===== src/shared/strap_cfg_pkg.sv =====
package strap_cfg_pkg;
   localparam int NUM_PINS   = 8;
   localparam int PIN_BITS   = 4;
   localparam int PIN_SPEED  = 7;
   localparam int PIN_MISC   = 6;
   localparam int PIN_CLK    = 5;
   localparam int PIN_MED1   = 4;
   localparam int PIN_MED0   = 3;
   localparam int B_MSB      = 3;
   localparam int B_DNSHIFT  = 2;
   localparam int B_MACAN    = 3;
   localparam int B_LOWPWR   = 2;
   localparam int B_ASYM     = 1;
   localparam int B_SYM      = 0;
   localparam int B_CLKFREQ  = 1;
   localparam int B_CLKEN    = 0;
   localparam int SYNC_DEPTH = 2;

   // APB register offsets
   localparam logic [11:0] OFF_ADV    = 12'h000;
   localparam logic [11:0] OFF_GIGADV = 12'h004;
   localparam logic [11:0] OFF_MEDIA  = 12'h008;
   localparam logic [11:0] OFF_MISC   = 12'h00c;
   localparam logic [11:0] OFF_STRAP0 = 12'h010;
   localparam logic [11:0] OFF_STRAP1 = 12'h014;

   // Field positions inside the registers
   localparam int F_ADV_LO    = 5;
   localparam int F_ASYM      = 11;
   localparam int F_SYM       = 10;
   localparam int F_GIG_LO    = 8;
   localparam int F_MEDIA_LO  = 8;
   localparam int F_MACAN     = 13;
   localparam int F_DNSHIFT   = 4;
   localparam int F_CLKFREQ   = 8;
   localparam int F_CLKEN     = 0;
   localparam int F_LOWPWR    = 6;
   localparam int F_AUTOSENSE = 16;

   typedef enum logic [2:0] {
      MEDIA_COPPER   = 3'h0,
      MEDIA_PASSTHRU = 3'h1,
      MEDIA_FIB1000  = 3'h2,
      MEDIA_FIB100   = 3'h3,
      MEDIA_RESERVED = 3'h4,
      MEDIA_AS_PASS  = 3'h5,
      MEDIA_AS_1000  = 3'h6,
      MEDIA_AS_100   = 3'h7
   } media_t;

   typedef struct packed {
      logic [3:0] advSpeed;    // Reg 4 bits 8:5 (100F,100H,10F,10H)
      logic [1:0] advGig;      // Reg 9 bits 9:8 (1000F,1000H)
      logic       asymPause;
      logic       symPause;
      logic       macAutoNeg;
      logic       lowPowerLinkMode;
      logic       downshiftEn;
      logic       auxClockFreqSel;
      logic       auxClockOutputEn;
      media_t     media;
   } cfg_t;

   typedef struct packed {
      logic        fiberOnly;
      logic        autoSense;
      logic        fiberPhyAutoNeg;
      logic        fiber100;
      logic        fiberPassThru;
   } media_mode_t;

   localparam logic [3:0] ADV_ALL    = 4'hf;
   localparam logic [1:0] GIG_ALL    = 2'h3;
   localparam logic [3:0] ADV_FDXGIG = 4'hb;
   localparam logic [1:0] GIG_FDX    = 2'h2;
   localparam logic [3:0] ADV_NONE   = 4'h0;
   localparam logic [1:0] GIG_NONE   = 2'h0;
endpackage : strap_cfg_pkg


===== src/design/strap_decode.sv =====
`timescale 1ns/1ps
`default_nettype none
module strap_decode
(
   input  wire logic [15:0]         pinsHi,   // Straps 7..4, 4 bits each
   input  wire logic [3:0]          pin3,     // Strap 3
   output var strap_cfg_pkg::cfg_t  cfg       // Decoded defaults
);
   localparam int W = strap_cfg_pkg::PIN_BITS;
   localparam int O7 = (strap_cfg_pkg::PIN_SPEED - strap_cfg_pkg::PIN_MED1)
                       * W;
   localparam int O6 = (strap_cfg_pkg::PIN_MISC - strap_cfg_pkg::PIN_MED1)
                       * W;
   localparam int O5 = (strap_cfg_pkg::PIN_CLK - strap_cfg_pkg::PIN_MED1)
                       * W;

   always_comb
   begin
      unique case (pinsHi[O7 +: 2])
         2'h0:
         begin
            cfg.advSpeed = strap_cfg_pkg::ADV_ALL;
            cfg.advGig   = strap_cfg_pkg::GIG_ALL;
         end
         2'h1:
         begin
            cfg.advSpeed = strap_cfg_pkg::ADV_ALL;
            cfg.advGig   = strap_cfg_pkg::GIG_FDX;
         end
         2'h2:
         begin
            cfg.advSpeed = strap_cfg_pkg::ADV_NONE;
            cfg.advGig   = strap_cfg_pkg::GIG_FDX;
         end
         2'h3:
         begin
            cfg.advSpeed = strap_cfg_pkg::ADV_ALL;
            cfg.advGig   = strap_cfg_pkg::GIG_NONE;
         end
      endcase
      cfg.downshiftEn      = pinsHi[O7 + strap_cfg_pkg::B_DNSHIFT];
      cfg.macAutoNeg       = pinsHi[O6 + strap_cfg_pkg::B_MACAN];
      cfg.lowPowerLinkMode = pinsHi[O6 + strap_cfg_pkg::B_LOWPWR];
      cfg.auxClockOutputEn = pinsHi[O5 + strap_cfg_pkg::B_CLKEN];
      cfg.asymPause        = pinsHi[O6 + strap_cfg_pkg::B_ASYM];
      cfg.symPause         = pinsHi[O6 + strap_cfg_pkg::B_SYM];
      cfg.auxClockFreqSel  = pinsHi[O5 + strap_cfg_pkg::B_CLKFREQ];
      cfg.media = strap_cfg_pkg::media_t'({pinsHi[O5 + strap_cfg_pkg::B_MSB],
                                   pinsHi[strap_cfg_pkg::B_MSB],
                                   pin3[strap_cfg_pkg::B_MSB]});
   end
endmodule : strap_decode
`default_nettype wire


===== src/design/strap_config_defaults_loader.sv =====
// Decided for this implementation: the APB interface to the registers and the address map.
`timescale 1ns/1ps
`default_nettype none
module strap_config_defaults_loader
#(
   parameter int NUM_PINS = strap_cfg_pkg::NUM_PINS,
   parameter int PIN_BITS = strap_cfg_pkg::PIN_BITS
)
(
   input  wire logic                        mclk,       // 10 MHz clock
   input  wire logic                        rst,        // Async reset
   input  wire logic                        clkEn,      // Freezes state
   input  wire logic [NUM_PINS*PIN_BITS-1:0] strapPins, // Pin n at n*4
   input  wire logic                        psel,       // APB select
   input  wire logic                        penable,    // APB enable
   input  wire logic                        pwrite,     // APB direction
   input  wire logic [11:0]                 paddr,      // APB address
   input  wire logic [31:0]                 pwdata,     // APB write data
   output logic      [31:0]                 prdata,     // APB read data
   output logic                             pready,     // APB ready
   output logic                             pslverr,    // APB error
   output var strap_cfg_pkg::cfg_t          cfgOut,     // Live fields
   output var strap_cfg_pkg::media_mode_t   mediaMode,  // Media decode
   output logic                             cfgValid    // Defaults loaded
);
   // ****************************************************
   // Strap synchronisers
   // ****************************************************
   localparam int N = NUM_PINS * PIN_BITS;
   logic [N-1:0] sync1_reg, sync2_reg;
   logic [N-1:0] sync1_next, sync2_next;

   always_comb
   begin
      sync1_next = clkEn ? strapPins : sync1_reg;
      sync2_next = clkEn ? sync1_reg : sync2_reg;
   end

   always_ff @(posedge mclk or posedge rst)
   begin
      if (rst)
      begin
         sync1_reg <= '0;
         sync2_reg <= '0;
      end
      else
      begin
         sync1_reg <= sync1_next;
         sync2_reg <= sync2_next;
      end
   end

   // ****************************************************
   // Decode
   // ****************************************************
   strap_cfg_pkg::cfg_t decoded;
   strap_decode u_decode
   (
      .pinsHi (sync2_reg[strap_cfg_pkg::PIN_MED1*PIN_BITS +: 16]),
      .pin3   (sync2_reg[strap_cfg_pkg::PIN_MED0*PIN_BITS +: 4]),
      .cfg    (decoded)
   );

   // ****************************************************
   // Capture and register file
   // ****************************************************
   // Straps settle through the synchroniser while loading; the capture
   // waits for SYNC_DEPTH+1 enabled clocks after release so no reset value leaks.
   typedef enum logic [1:0] {ST_SETTLE, ST_LOAD, ST_RUN} load_state_t;
   load_state_t state_reg, state_next;
   logic [1:0]  cnt_reg, cnt_next;
   strap_cfg_pkg::cfg_t cfg_reg, cfg_next;
   logic [N-1:0] snap_reg, snap_next;

   logic access;
   assign access = psel && penable;

   function automatic logic hit(input logic [11:0] a, input logic [11:0] o);
      hit = (a == o);
   endfunction : hit

   always_comb
   begin
      state_next = state_reg;
      cnt_next   = cnt_reg;
      cfg_next   = cfg_reg;
      snap_next  = snap_reg;
      if (clkEn)
      begin
         unique case (state_reg)
            ST_SETTLE:
            begin
               cnt_next = cnt_reg + 2'h1;
               if (cnt_reg == 2'(strap_cfg_pkg::SYNC_DEPTH))
                  state_next = ST_LOAD;
            end
            ST_LOAD:
            begin
               cfg_next   = decoded;
               snap_next  = sync2_reg;
               state_next = ST_RUN;
            end
            ST_RUN:
            begin
               if (access && pready && pwrite)
               begin
                  if (hit(paddr, strap_cfg_pkg::OFF_ADV))
                  begin
                     cfg_next.advSpeed  = pwdata[strap_cfg_pkg::F_ADV_LO +: 4];
                     cfg_next.asymPause = pwdata[strap_cfg_pkg::F_ASYM];
                     cfg_next.symPause  = pwdata[strap_cfg_pkg::F_SYM];
                  end
                  if (hit(paddr, strap_cfg_pkg::OFF_GIGADV))
                     cfg_next.advGig = pwdata[strap_cfg_pkg::F_GIG_LO +: 2];
                  if (hit(paddr, strap_cfg_pkg::OFF_MEDIA))
                  begin
                     cfg_next.media = strap_cfg_pkg::media_t'(
                        pwdata[strap_cfg_pkg::F_MEDIA_LO +: 3]);
                     cfg_next.macAutoNeg = pwdata[strap_cfg_pkg::F_MACAN];
                  end
                  if (hit(paddr, strap_cfg_pkg::OFF_MISC))
                  begin
                     cfg_next.downshiftEn =
                        pwdata[strap_cfg_pkg::F_DNSHIFT];
                     cfg_next.auxClockFreqSel =
                        pwdata[strap_cfg_pkg::F_CLKFREQ];
                     cfg_next.auxClockOutputEn =
                        pwdata[strap_cfg_pkg::F_CLKEN];
                     cfg_next.lowPowerLinkMode =
                        pwdata[strap_cfg_pkg::F_LOWPWR];
                  end
               end
            end
            default: state_next = ST_SETTLE;
         endcase
      end
   end

   always_ff @(posedge mclk or posedge rst)
   begin
      if (rst)
      begin
         state_reg <= ST_SETTLE;
         cnt_reg   <= '0;
         cfg_reg   <= '0;
         snap_reg  <= '0;
      end
      else
      begin
         state_reg <= state_next;
         cnt_reg   <= cnt_next;
         cfg_reg   <= cfg_next;
         snap_reg  <= snap_next;
      end
   end

   // ****************************************************
   // Media mode decode
   // ****************************************************
   always_comb
   begin
      mediaMode = '0;
      unique case (cfg_reg.media)
         strap_cfg_pkg::MEDIA_COPPER:   ;
         strap_cfg_pkg::MEDIA_PASSTHRU:
         begin
            mediaMode.fiberOnly     = 1'b1;
            mediaMode.fiberPassThru = 1'b1;
         end
         strap_cfg_pkg::MEDIA_FIB1000:
         begin
            mediaMode.fiberOnly       = 1'b1;
            mediaMode.fiberPhyAutoNeg = 1'b1;
         end
         strap_cfg_pkg::MEDIA_FIB100:
         begin
            mediaMode.fiberOnly = 1'b1;
            mediaMode.fiber100  = 1'b1;
         end
         // Reserved code: no mode; board must not strap it
         strap_cfg_pkg::MEDIA_RESERVED: ;
         strap_cfg_pkg::MEDIA_AS_PASS:
         begin
            mediaMode.autoSense     = 1'b1;
            mediaMode.fiberPassThru = 1'b1;
         end
         strap_cfg_pkg::MEDIA_AS_1000:
         begin
            mediaMode.autoSense       = 1'b1;
            mediaMode.fiberPhyAutoNeg = 1'b1;
         end
         strap_cfg_pkg::MEDIA_AS_100:
         begin
            mediaMode.autoSense = 1'b1;
            mediaMode.fiber100  = 1'b1;
         end
      endcase
   end

   // ****************************************************
   // APB read side
   // ****************************************************
   logic        known;
   logic [31:0] rdMux;
   logic [31:0] rdData_reg, rdData_next;
   logic        rdOk_reg, rdOk_next;
   always_comb
   begin
      rdMux = '0;
      known = 1'b1;
      if (hit(paddr, strap_cfg_pkg::OFF_ADV))
      begin
         rdMux[strap_cfg_pkg::F_ADV_LO +: 4] = cfg_reg.advSpeed;
         rdMux[strap_cfg_pkg::F_ASYM]        = cfg_reg.asymPause;
         rdMux[strap_cfg_pkg::F_SYM]         = cfg_reg.symPause;
      end
      else if (hit(paddr, strap_cfg_pkg::OFF_GIGADV))
         rdMux[strap_cfg_pkg::F_GIG_LO +: 2] = cfg_reg.advGig;
      else if (hit(paddr, strap_cfg_pkg::OFF_MEDIA))
      begin
         rdMux[strap_cfg_pkg::F_MEDIA_LO +: 3] = cfg_reg.media;
         rdMux[strap_cfg_pkg::F_MACAN]         = cfg_reg.macAutoNeg;
         rdMux[strap_cfg_pkg::F_AUTOSENSE]     = mediaMode.autoSense;
      end
      else if (hit(paddr, strap_cfg_pkg::OFF_MISC))
      begin
         rdMux[strap_cfg_pkg::F_DNSHIFT] = cfg_reg.downshiftEn;
         rdMux[strap_cfg_pkg::F_CLKFREQ] = cfg_reg.auxClockFreqSel;
         rdMux[strap_cfg_pkg::F_CLKEN]   = cfg_reg.auxClockOutputEn;
         rdMux[strap_cfg_pkg::F_LOWPWR]  = cfg_reg.lowPowerLinkMode;
      end
      else if (hit(paddr, strap_cfg_pkg::OFF_STRAP0))
         rdMux = snap_reg[31:0];
      else if (hit(paddr, strap_cfg_pkg::OFF_STRAP1))
         rdMux = '0;
      else
         known = 1'b0;
   end

   // Read word is registered at an enabled edge of the transfer; rdOk
   // stops a frozen setup edge from answering with a stale word
   always_comb
   begin
      rdData_next = clkEn ? rdMux : rdData_reg;
      rdOk_next   = rdOk_reg;
      if (clkEn)
         rdOk_next = psel && (state_reg == ST_RUN) && !(access && pready);
   end

   always_ff @(posedge mclk or posedge rst)
   begin
      if (rst)
      begin
         rdData_reg <= '0;
         rdOk_reg   <= 1'b0;
      end
      else
      begin
         rdData_reg <= rdData_next;
         rdOk_reg   <= rdOk_next;
      end
   end

   // Writes before load would be lost, so the bus stalls until then
   assign pready   = (state_reg == ST_RUN) && clkEn && rdOk_reg;
   assign prdata   = rdData_reg;
   assign pslverr  = access && pready && !known;
   assign cfgOut   = cfg_reg;
   assign cfgValid = (state_reg == ST_RUN);

   a_load_after_settle: assert property (@(posedge mclk) disable iff (rst)
      (state_reg == ST_LOAD && clkEn) |=>
      cfgValid && cfg_reg == $past(decoded))
      else $error("defaults not loaded from straps");
   a_media_autosense: assert property (@(posedge mclk) disable iff (rst)
      mediaMode.autoSense == (cfg_reg.media[2] && cfg_reg.media != 3'h4))
      else $error("autosense mismatch");
   a_media_fiber100: assert property (@(posedge mclk) disable iff (rst)
      mediaMode.fiber100 == (cfg_reg.media[1:0] == 2'h3))
      else $error("100 fiber mismatch");
   a_media_pass: assert property (@(posedge mclk) disable iff (rst)
      mediaMode.fiberPassThru == (cfg_reg.media[1:0] == 2'h1))
      else $error("pass-through mismatch");
   a_copper_only: assert property (@(posedge mclk) disable iff (rst)
      (cfg_reg.media == 3'h0) |-> mediaMode == '0)
      else $error("copper mode not plain");
   a_downshift_pin: assert property (@(posedge mclk) disable iff (rst)
      decoded.downshiftEn == sync2_reg[30])
      else $error("downshift bit wrong");
   a_pause_pins: assert property (@(posedge mclk) disable iff (rst)
      {decoded.asymPause, decoded.symPause} == sync2_reg[25:24])
      else $error("pause bits wrong");
   a_speed_gig: assert property (@(posedge mclk) disable iff (rst)
      (sync2_reg[29:28] == 2'h2) |-> decoded.advSpeed == 4'h0 &&
      decoded.advGig == 2'h2)
      else $error("gig-only advert wrong");
   a_clk_pins: assert property (@(posedge mclk) disable iff (rst)
      {decoded.auxClockFreqSel, decoded.auxClockOutputEn} == sync2_reg[21:20])
      else $error("aux clock bits wrong");
   a_enables_pins: assert property (@(posedge mclk) disable iff (rst)
      {decoded.macAutoNeg, decoded.lowPowerLinkMode} == sync2_reg[27:26])
      else $error("enable bits wrong");
endmodule : strap_config_defaults_loader
`default_nettype wire


===== config.mk =====
export PLATFORM = sky130hd
export DESIGN_NAME = strap_config_defaults_loader
export DESIGN_NICKNAME = d
export VERILOG_FILES = /design/src/shared/strap_cfg_pkg.sv /design/src/design/strap_decode.sv /design/src/design/strap_config_defaults_loader.sv
export SDC_FILE = /design/constraint.sdc
export NUM_CORES = 1
export LEC_CHECK = 0
export BUFFER_PORTS_ARGS = -buffer_cell sky130_fd_sc_hd__clkbuf_2
export CAP_MARGIN = 10
export CORE_ASPECT_RATIO = 0.75
export CORE_MARGIN = 2
export CORE_UTILIZATION = 49
export CTS_BUF_LIST = sky130_fd_sc_hd__clkbuf_4 sky130_fd_sc_hd__clkbuf_8 sky130_fd_sc_hd__clkbuf_16
export CTS_CLUSTER_SIZE = 10
export DETAILED_ROUTE_END_ITERATION = 12
export PLACE_DENSITY = 0.79
export SLEW_MARGIN = 30
export SYNTH_ARGS = -nofsm -noshare
export SYNTH_HDL_FRONTEND = slang
export SYNTH_SLANG_ARGS = --single-unit
export TNS_END_PERCENT = 50

===== constraint.sdc =====
create_clock -name mclk -period 4.65 [get_ports mclk]
set_input_delay 0.465 -clock mclk [delete_from_list [all_inputs] [get_ports mclk]]
set_output_delay 0.465 -clock mclk [all_outputs]
set_load 0.01 [all_outputs]

==> reports/summary.txt, run 1 <==
Slew HR: 0.409
initial antenna violation count: 2
worst slew pin tran: 0.886 ns
RSZ-0062 raised after global routing: false
critical path fanouts, max: 24
cell with the largest stage delay on the worst path: ha_1
startpoint types: flip-flop
Max Slew Vio Count: 0
fin nets: 716
EDFF count, synth: 0
sequential cell area fraction in the yosys report: 0.591
clock-pin slew of the registers on the worst-case setup and hold paths: 0.06 ns
post-CTS setup buffer count: 0
total of max-cap violations: 0
Routed Antenna Nets: 0
reg-to-reg endpoint: cfgOut[6]
Initial Utilization: 0.508
setup_tns: 0 ns
CTS H-tree lvls: 4
Leakage: 3.44 nW
WL final: 13.6 mm
Netlist cell types: 48
CP arrival: 2.23 ns
crit path launch: state_reg[0]
fmax: 371 MHz
placeable core region: 12,400 um2
Async SR Flop Fraction: 1.00
Fin. Hold Viols: 0
GPL Wtd Cong: 0.892
post-place setup slack: 2.36 ns
cts hold-fix bufs: 0
latest clock arrival within the worst-skew pair: 0.41 ns
Overall Global Routing Usage: 0.208
met1 usage: 0.278
setup violators final: 0
CTS Sinks: 149
Die Width: 135 um
Yosys top cell area share: 0.591
PnR worst setup slack: 1.95 ns
PwrDens: 538 nW/um2
minimum clock period: 2.70 ns
grt met3 use: 0.0739
pin count of the biggest net entering global routing: 115
Avg Inst Size Synth: 12.2 um2
Mapped Cells: 518
CTS tree: yes
DR vias/cell: 5.46
row count: 35
ys flop type: dfrtp_1
met2 Usage GRT: 0.325
Via Count: 4,421
CTS Buf Count: 17
FILL cells: 996
vias in the first global route: 4,367
Pre-antenna DRT Iters: 5
CP Data Required Time: 4.18 ns
port buffer count: 115
Max Buffers Root-to-Sink: 2
outcome: finished clean
fraction of layout cells with a size suffix above 1: 0.397
clock skew: 0.0109 ns
reg2reg start: state_reg[0]
reg2reg setup slack: 2.29 ns
grt ovf: 0
Register Area: 3730 um2
Synth Register Bits: 149
initial DRC count: 450
footprint of the multi-input gates: 2340 um2
Most Used Layer, Global Route: met2
Post-Syn Area: 6310 um2
first-pass GRT wire length: 22.1 mm
CTS root buf: clkbuf_16
DR DRC count: 0
cells along the critical path: inv_1, ha_1, nand3_1, a211oi_1, clkbuf_2
DP HPWL: 9.30 mm
I/O pin count: 138
post-cts gate resize count: 0
path depth of the worst reg2reg path: 5
VDD IR-drop max: 289 uV
slowest cell delay on critical path: 0.74 ns
Setup Crit Path Kind: reg -> out
period utilization: 0.580
syn nets: 605
Die Ht: 102 um
Hold Crit Class: in -> async
Synth area leaders: dfrtp_1, mux2_2, o21ai_0
Synth area leader: dfrtp_1
CP endpoint kind: primary output
wire per inst: 16.8 um
Layout area overhead: 21.4%
Ys Warns: 0
die area: 13,800 um2
-- area by class of cell --
type | count | area share
antenna | 1 | 0.000327
clock buffer | 26 | 0.0684
sequential | 149 | 0.487
clock inverter | 6 | 0.0150
inverter | 35 | 0.0181
timing repair buffer | 119 | 0.0794
multi-input combinational | 307 | 0.305
tap | 166 | 0.0271
-- worst max-delay path: cells and delay by family (launching register included) --
family,cells,cell delay [ns]
DFF,1,0.41
buffers and inverters,2,0.28
AOI/OAI and AO/OA,1,0.21
and+or+nand+nor,1,0.19
adders and majority gates,1,0.74
-- cells in the final DEF (no fill, tap or decap), drive strengths merged, types with 10 or more instances in the layout --
master | Yosys | routed
nor3 | 10 | 10
inv | 35 | 35
nor2 | 20 | 20
nand2 | 25 | 25
clkbuf | 9 | 140
a21oi | 18 | 18
dfrtp | 149 | 149
mux2 | 95 | 95
nand3 | 29 | 29
o21ai | 34 | 34
-- synthesized netlist by cell type, types with 5 or more instances --
master / n
nor3_1: 5
a22oi_1: 7
nor2_1: 19
a221o_1: 8
o22ai_1: 9
nand2_1: 24
clkbuf_1: 9
buf_1: 8
and3_1: 6
o21ai_0: 32
ha_1: 5
buf_2: 8
mux2_2: 95
inv_1: 35
nand3_1: 29
a21oi_1: 18
nand2b_1: 5
dfrtp_1: 149
-- routing by layer --
metal | up-vias | routed length (um)
met5 | - | 0
met4 | 0 | 147
met3 | 16 | 1180
met2 | 165 | 6320
met1 | 2189 | 5960
li1 | 2051 | -
-- metrics by stage --
| step | instances | utilization | power, mW | instance area, um2 | hold WS (ns) |
|---|---|---|---|---|---|
| after floorplan | 518 | - | 2.37 | 6310 | 0.446 |
| after global placement | 776 | 0.564 | 2.63 | 7020 | 0.461 |
| after detailed placement | 776 | 0.564 | 2.69 | 7020 | 0.464 |
| after CTS | 808 | 0.616 | 4.15 | 7660 | 0.273 |
| after global routing | 808 | 0.616 | 4.33 | 7660 | 0.266 |
| final | 809 | 0.616 | 4.12 | 7660 | 0.207 |
-- how the worst max path moves through the flow --
| stage | slack, ns | cells after the start | endpoint |
|---|---|---|---|
| floorplan | 0.18 | 1 | cfgOut[0] |
| global placement | 2.41 | 5 | cfgOut[4] |
| detailed placement | 2.36 | 5 | cfgOut[3] |
| CTS | 1.97 | 5 | pslverr |
| global route | 1.77 | 5 | pslverr |
| finish | 1.95 | 5 | pslverr |
-- cell families after synthesis --
kind of cell | Yosys count | share of synthesized area
AND/OR/NAND/NOR | 114 | 0.0969
AO/OA/AOI/OAI | 91 | 0.0900
buffers and inverters | 62 | 0.0402
multiplexers | 96 | 0.171
adder cells (fa/ha/maj) | 5 | 0.00991
flip-flops | 149 | 0.591
XOR/XNOR | 1 | 0.00139
-- where the power goes --
part,internal [mW],switching [mW]
sequential,1.60,0.240
combinational,0.430,0.417
clock,0.942,0.491
total,2.97,1.15
Power figures use the tool's default switching activity.
==> run 2: changes to the inputs <==
--- a/config.mk
+++ b/config.mk
@@ -9,7 +9,7 @@
 export CAP_MARGIN = 10
 export CORE_ASPECT_RATIO = 0.75
 export CORE_MARGIN = 2
-export CORE_UTILIZATION = 49
+export CORE_UTILIZATION = 51
 export CTS_BUF_LIST = sky130_fd_sc_hd__clkbuf_4 sky130_fd_sc_hd__clkbuf_8 sky130_fd_sc_hd__clkbuf_16
 export CTS_CLUSTER_SIZE = 10
 export DETAILED_ROUTE_END_ITERATION = 12
==> constraint.sdc (replaced) <==
create_clock -name mclk -period 2.8 [get_ports mclk]
set_input_delay 0.28 -clock mclk [delete_from_list [all_inputs] [get_ports mclk]]
set_output_delay 0.28 -clock mclk [all_outputs]
set_load 0.01 [all_outputs]
==> reports/summary.txt, run 2 (synthesis results as in run 1) <==
DR DRC count: 0 (unchanged)
cts hold-fix bufs: 0 (unchanged)
CTS Sinks: 149 (unchanged)
sw frac: 0.298 (+0.0192)
slowest cell delay on critical path: 0.51 ns (-0.23 ns)
reg-to-reg endpoint: cfgOut[3]
Via Count: 4,445 (+0.54%)
Overall Global Routing Usage: 0.219 (+0.0111)
clock share of power: 0.323 (-0.025)
WL final: 13.8 mm (+1.2%)
PwrDens: 866 nW/um2 (+61%)
RSZ-0062 raised after global routing: false
VDD IR-drop max: 485 uV (+67%)
critical path fanouts, max: 7 (-71%)
initial antenna violation count: 0 (-2)
latest clock arrival within the worst-skew pair: 0.42 ns (about the same)
port buffer count: 115 (unchanged)
wire per inst: 17.0 um (+0.92%)
Max Slew Vio Count: 0 (unchanged)
dpl cells: 779 (+0.39%)
Reg power frac: 0.463 (+0.016)
crit path capture: cfgOut[3]
Layout area overhead: 20.7%
Max Buffers Root-to-Sink: 2 (unchanged)
post-route insts no fill: 811 (+0.25%)
fmax: 435 MHz
total of max-cap violations: 0 (unchanged)
Pre-antenna DRT Iters: 4 (-1)
CP Data Required Time: 3.10 ns (-1.08 ns)
commonest non-fill, non-tap cell in the layout: dfrtp_1
period utilization: 0.821
failing checks: hold timing
Die Width: 132 um (-1.9%)
CTS root buf: clkbuf_16
crit path launch: state_reg[0]
Initial Utilization: 0.519 (+0.0110)
post-cts gate resize count: 0 (unchanged)
Fin. Hold Viols: 9 (+9)
grt ovf: 0 (unchanged)
cell with the largest stage delay on the worst path: a21oi_1
row count: 35 (unchanged)
CP endpoint kind: flip-flop
Leakage: 3.42 nW (-0.62%)
initial DRC count: 323 (-28%)
DR vias/cell: 5.48 (+0.29%)
fraction of layout cells with a size suffix above 1: 0.400 (+0.00280)
Die Ht: 100 um (-1.9%)
CTS Buf Count: 17 (unchanged)
die area: 13,300 um2 (-3.8%)
GPL Wtd Cong: 0.860 (-3.6%)
path depth of the worst reg2reg path: 6 (+1)
most frequent cells in the layout: dfrtp_1, clkbuf_2, mux2_2
Hold Crit Class: in -> async
Design Power: 6.60 mW (+60%)
clock skew: 0.00713 ns (-0.00380 ns)
Switch Pwr: 1.97 mW (+71%)
reg2reg start: state_reg[0]
worst slew pin tran: 0.768 ns (-0.118 ns)
outcome: finished, violations left
Int Pwr: 4.63 mW (+56%)
first-pass GRT wire length: 22.4 mm (+1.2%)
Fin Hold WS: -0.0142 ns (-0.221 ns)
placeable core region: 12,200 um2 (-2.1%)
setup violators final: 0 (unchanged)
startpoint types: flip-flop
CTS H-tree lvls: 4 (unchanged)
CTS tree: yes
ant diodes: 0 (-1)
cells along the critical path: inv_1, ha_1, nand2_1, a21oi_1, o21ai_1, a221o_1
clock-pin slew of the registers on the worst-case setup and hold paths: 0.06 ns (about the same)
post-CTS setup buffer count: 0 (unchanged)
combinational share of power: 0.215 (+0.010)
Routed Antenna Nets: 0 (unchanged)
Setup Crit Path Kind: reg -> reg
vias in the first global route: 4,489 (+2.8%)
setup_tns: 0 ns (unchanged)
Slew HR: 0.488 (+0.0788)
pin count of the biggest net entering global routing: 102 (-11%)
I/O pin count: 138 (unchanged)
CP arrival: 2.60 ns (+0.37 ns)
minimum clock period: 2.30 ns
reg2reg setup slack: 0.50 ns (-1.79 ns)
fin nets: 719 (+0.42%)
DP HPWL: 9.52 mm (+2.5%)
[run 2: cell types whose count changed in the layout (fill, tap and decap cells not counted), moves of 2 or more]
| cell | change |
|---|---|
| clkinv_2 | +6 |
| buf_12 | +2 |
| clkinvlp_4 | +2 |
| clkbuf_4 | -3 |
| clkbuf_8 | -4 |
| clkinv_4 | +2 |
| bufinv_16 | -2 |
[run 2: worst min-delay path by stage]
stage	from	to	slack [ns]	cells past startpoint
2_1_floorplan	pwdata[0]	cfgOut[3]	0.42	1
3_3_place_gp	rst	snap_reg[3]	0.45	3
3_5_place_dp	rst	sync2_reg[3]	0.45	3
4_1_cts	rst	sync2_reg[3]	0.002	3
5_1_grt	rst	sync2_reg[3]	0.01	3
6_report	rst	sync2_reg[3]	-0.01	3
[run 2: per-stage QoR]
stage                     cell area (um2)  utilization  worst slack (ns)
after floorplan                      6320            -             0.645
after global placement               7060        0.580             0.721
after detailed placement             7060        0.580             0.582
after CTS                            7620        0.626             0.546
after global routing                 7620        0.626             0.311
final                                7620        0.626             0.500
[run 2: final cells by class]
type	count	area [um2]
timing repair buffer	122	656
clock buffer	19	447
multi-input combinational	307	2340
clock inverter	13	110
sequential	149	3730
inverter	35	135
tap	166	208
fill	997	4550
[run 2: critical path, delay by kind of cell, from the launching register on]
family | cells | cell delay [ns]
buf+inv | 1 | 0.09
fa+ha+maj | 1 | 0.37
flops | 1 | 0.40
compound gates | 3 | 1.20
simple gates | 1 | 0.13
[run 2: layer usage]
metal / up-vias / part of all wire / global-route usage / wire (um)
met5: - / 0 / 0 / 0
li1: 2071 / - / - / -
met3: 22 / 0.070 / 0.0677 / 961
met2: 142 / 0.46 / 0.341 / 6360
met4: 0 / 0.012 / 0.0811 / 170
met1: 2210 / 0.46 / 0.293 / 6270
[run 2: power groups by stage]
stage                     clock network (mW)  logic (mW)  registers [mW]
after floorplan                            0       0.958            2.98
after global placement                     0        1.35            3.05
after detailed placement                   0        1.42            3.08
after CTS                               2.17        1.43            3.04
after global routing                    2.27        1.56            3.11
final                                   2.13        1.42            3.05
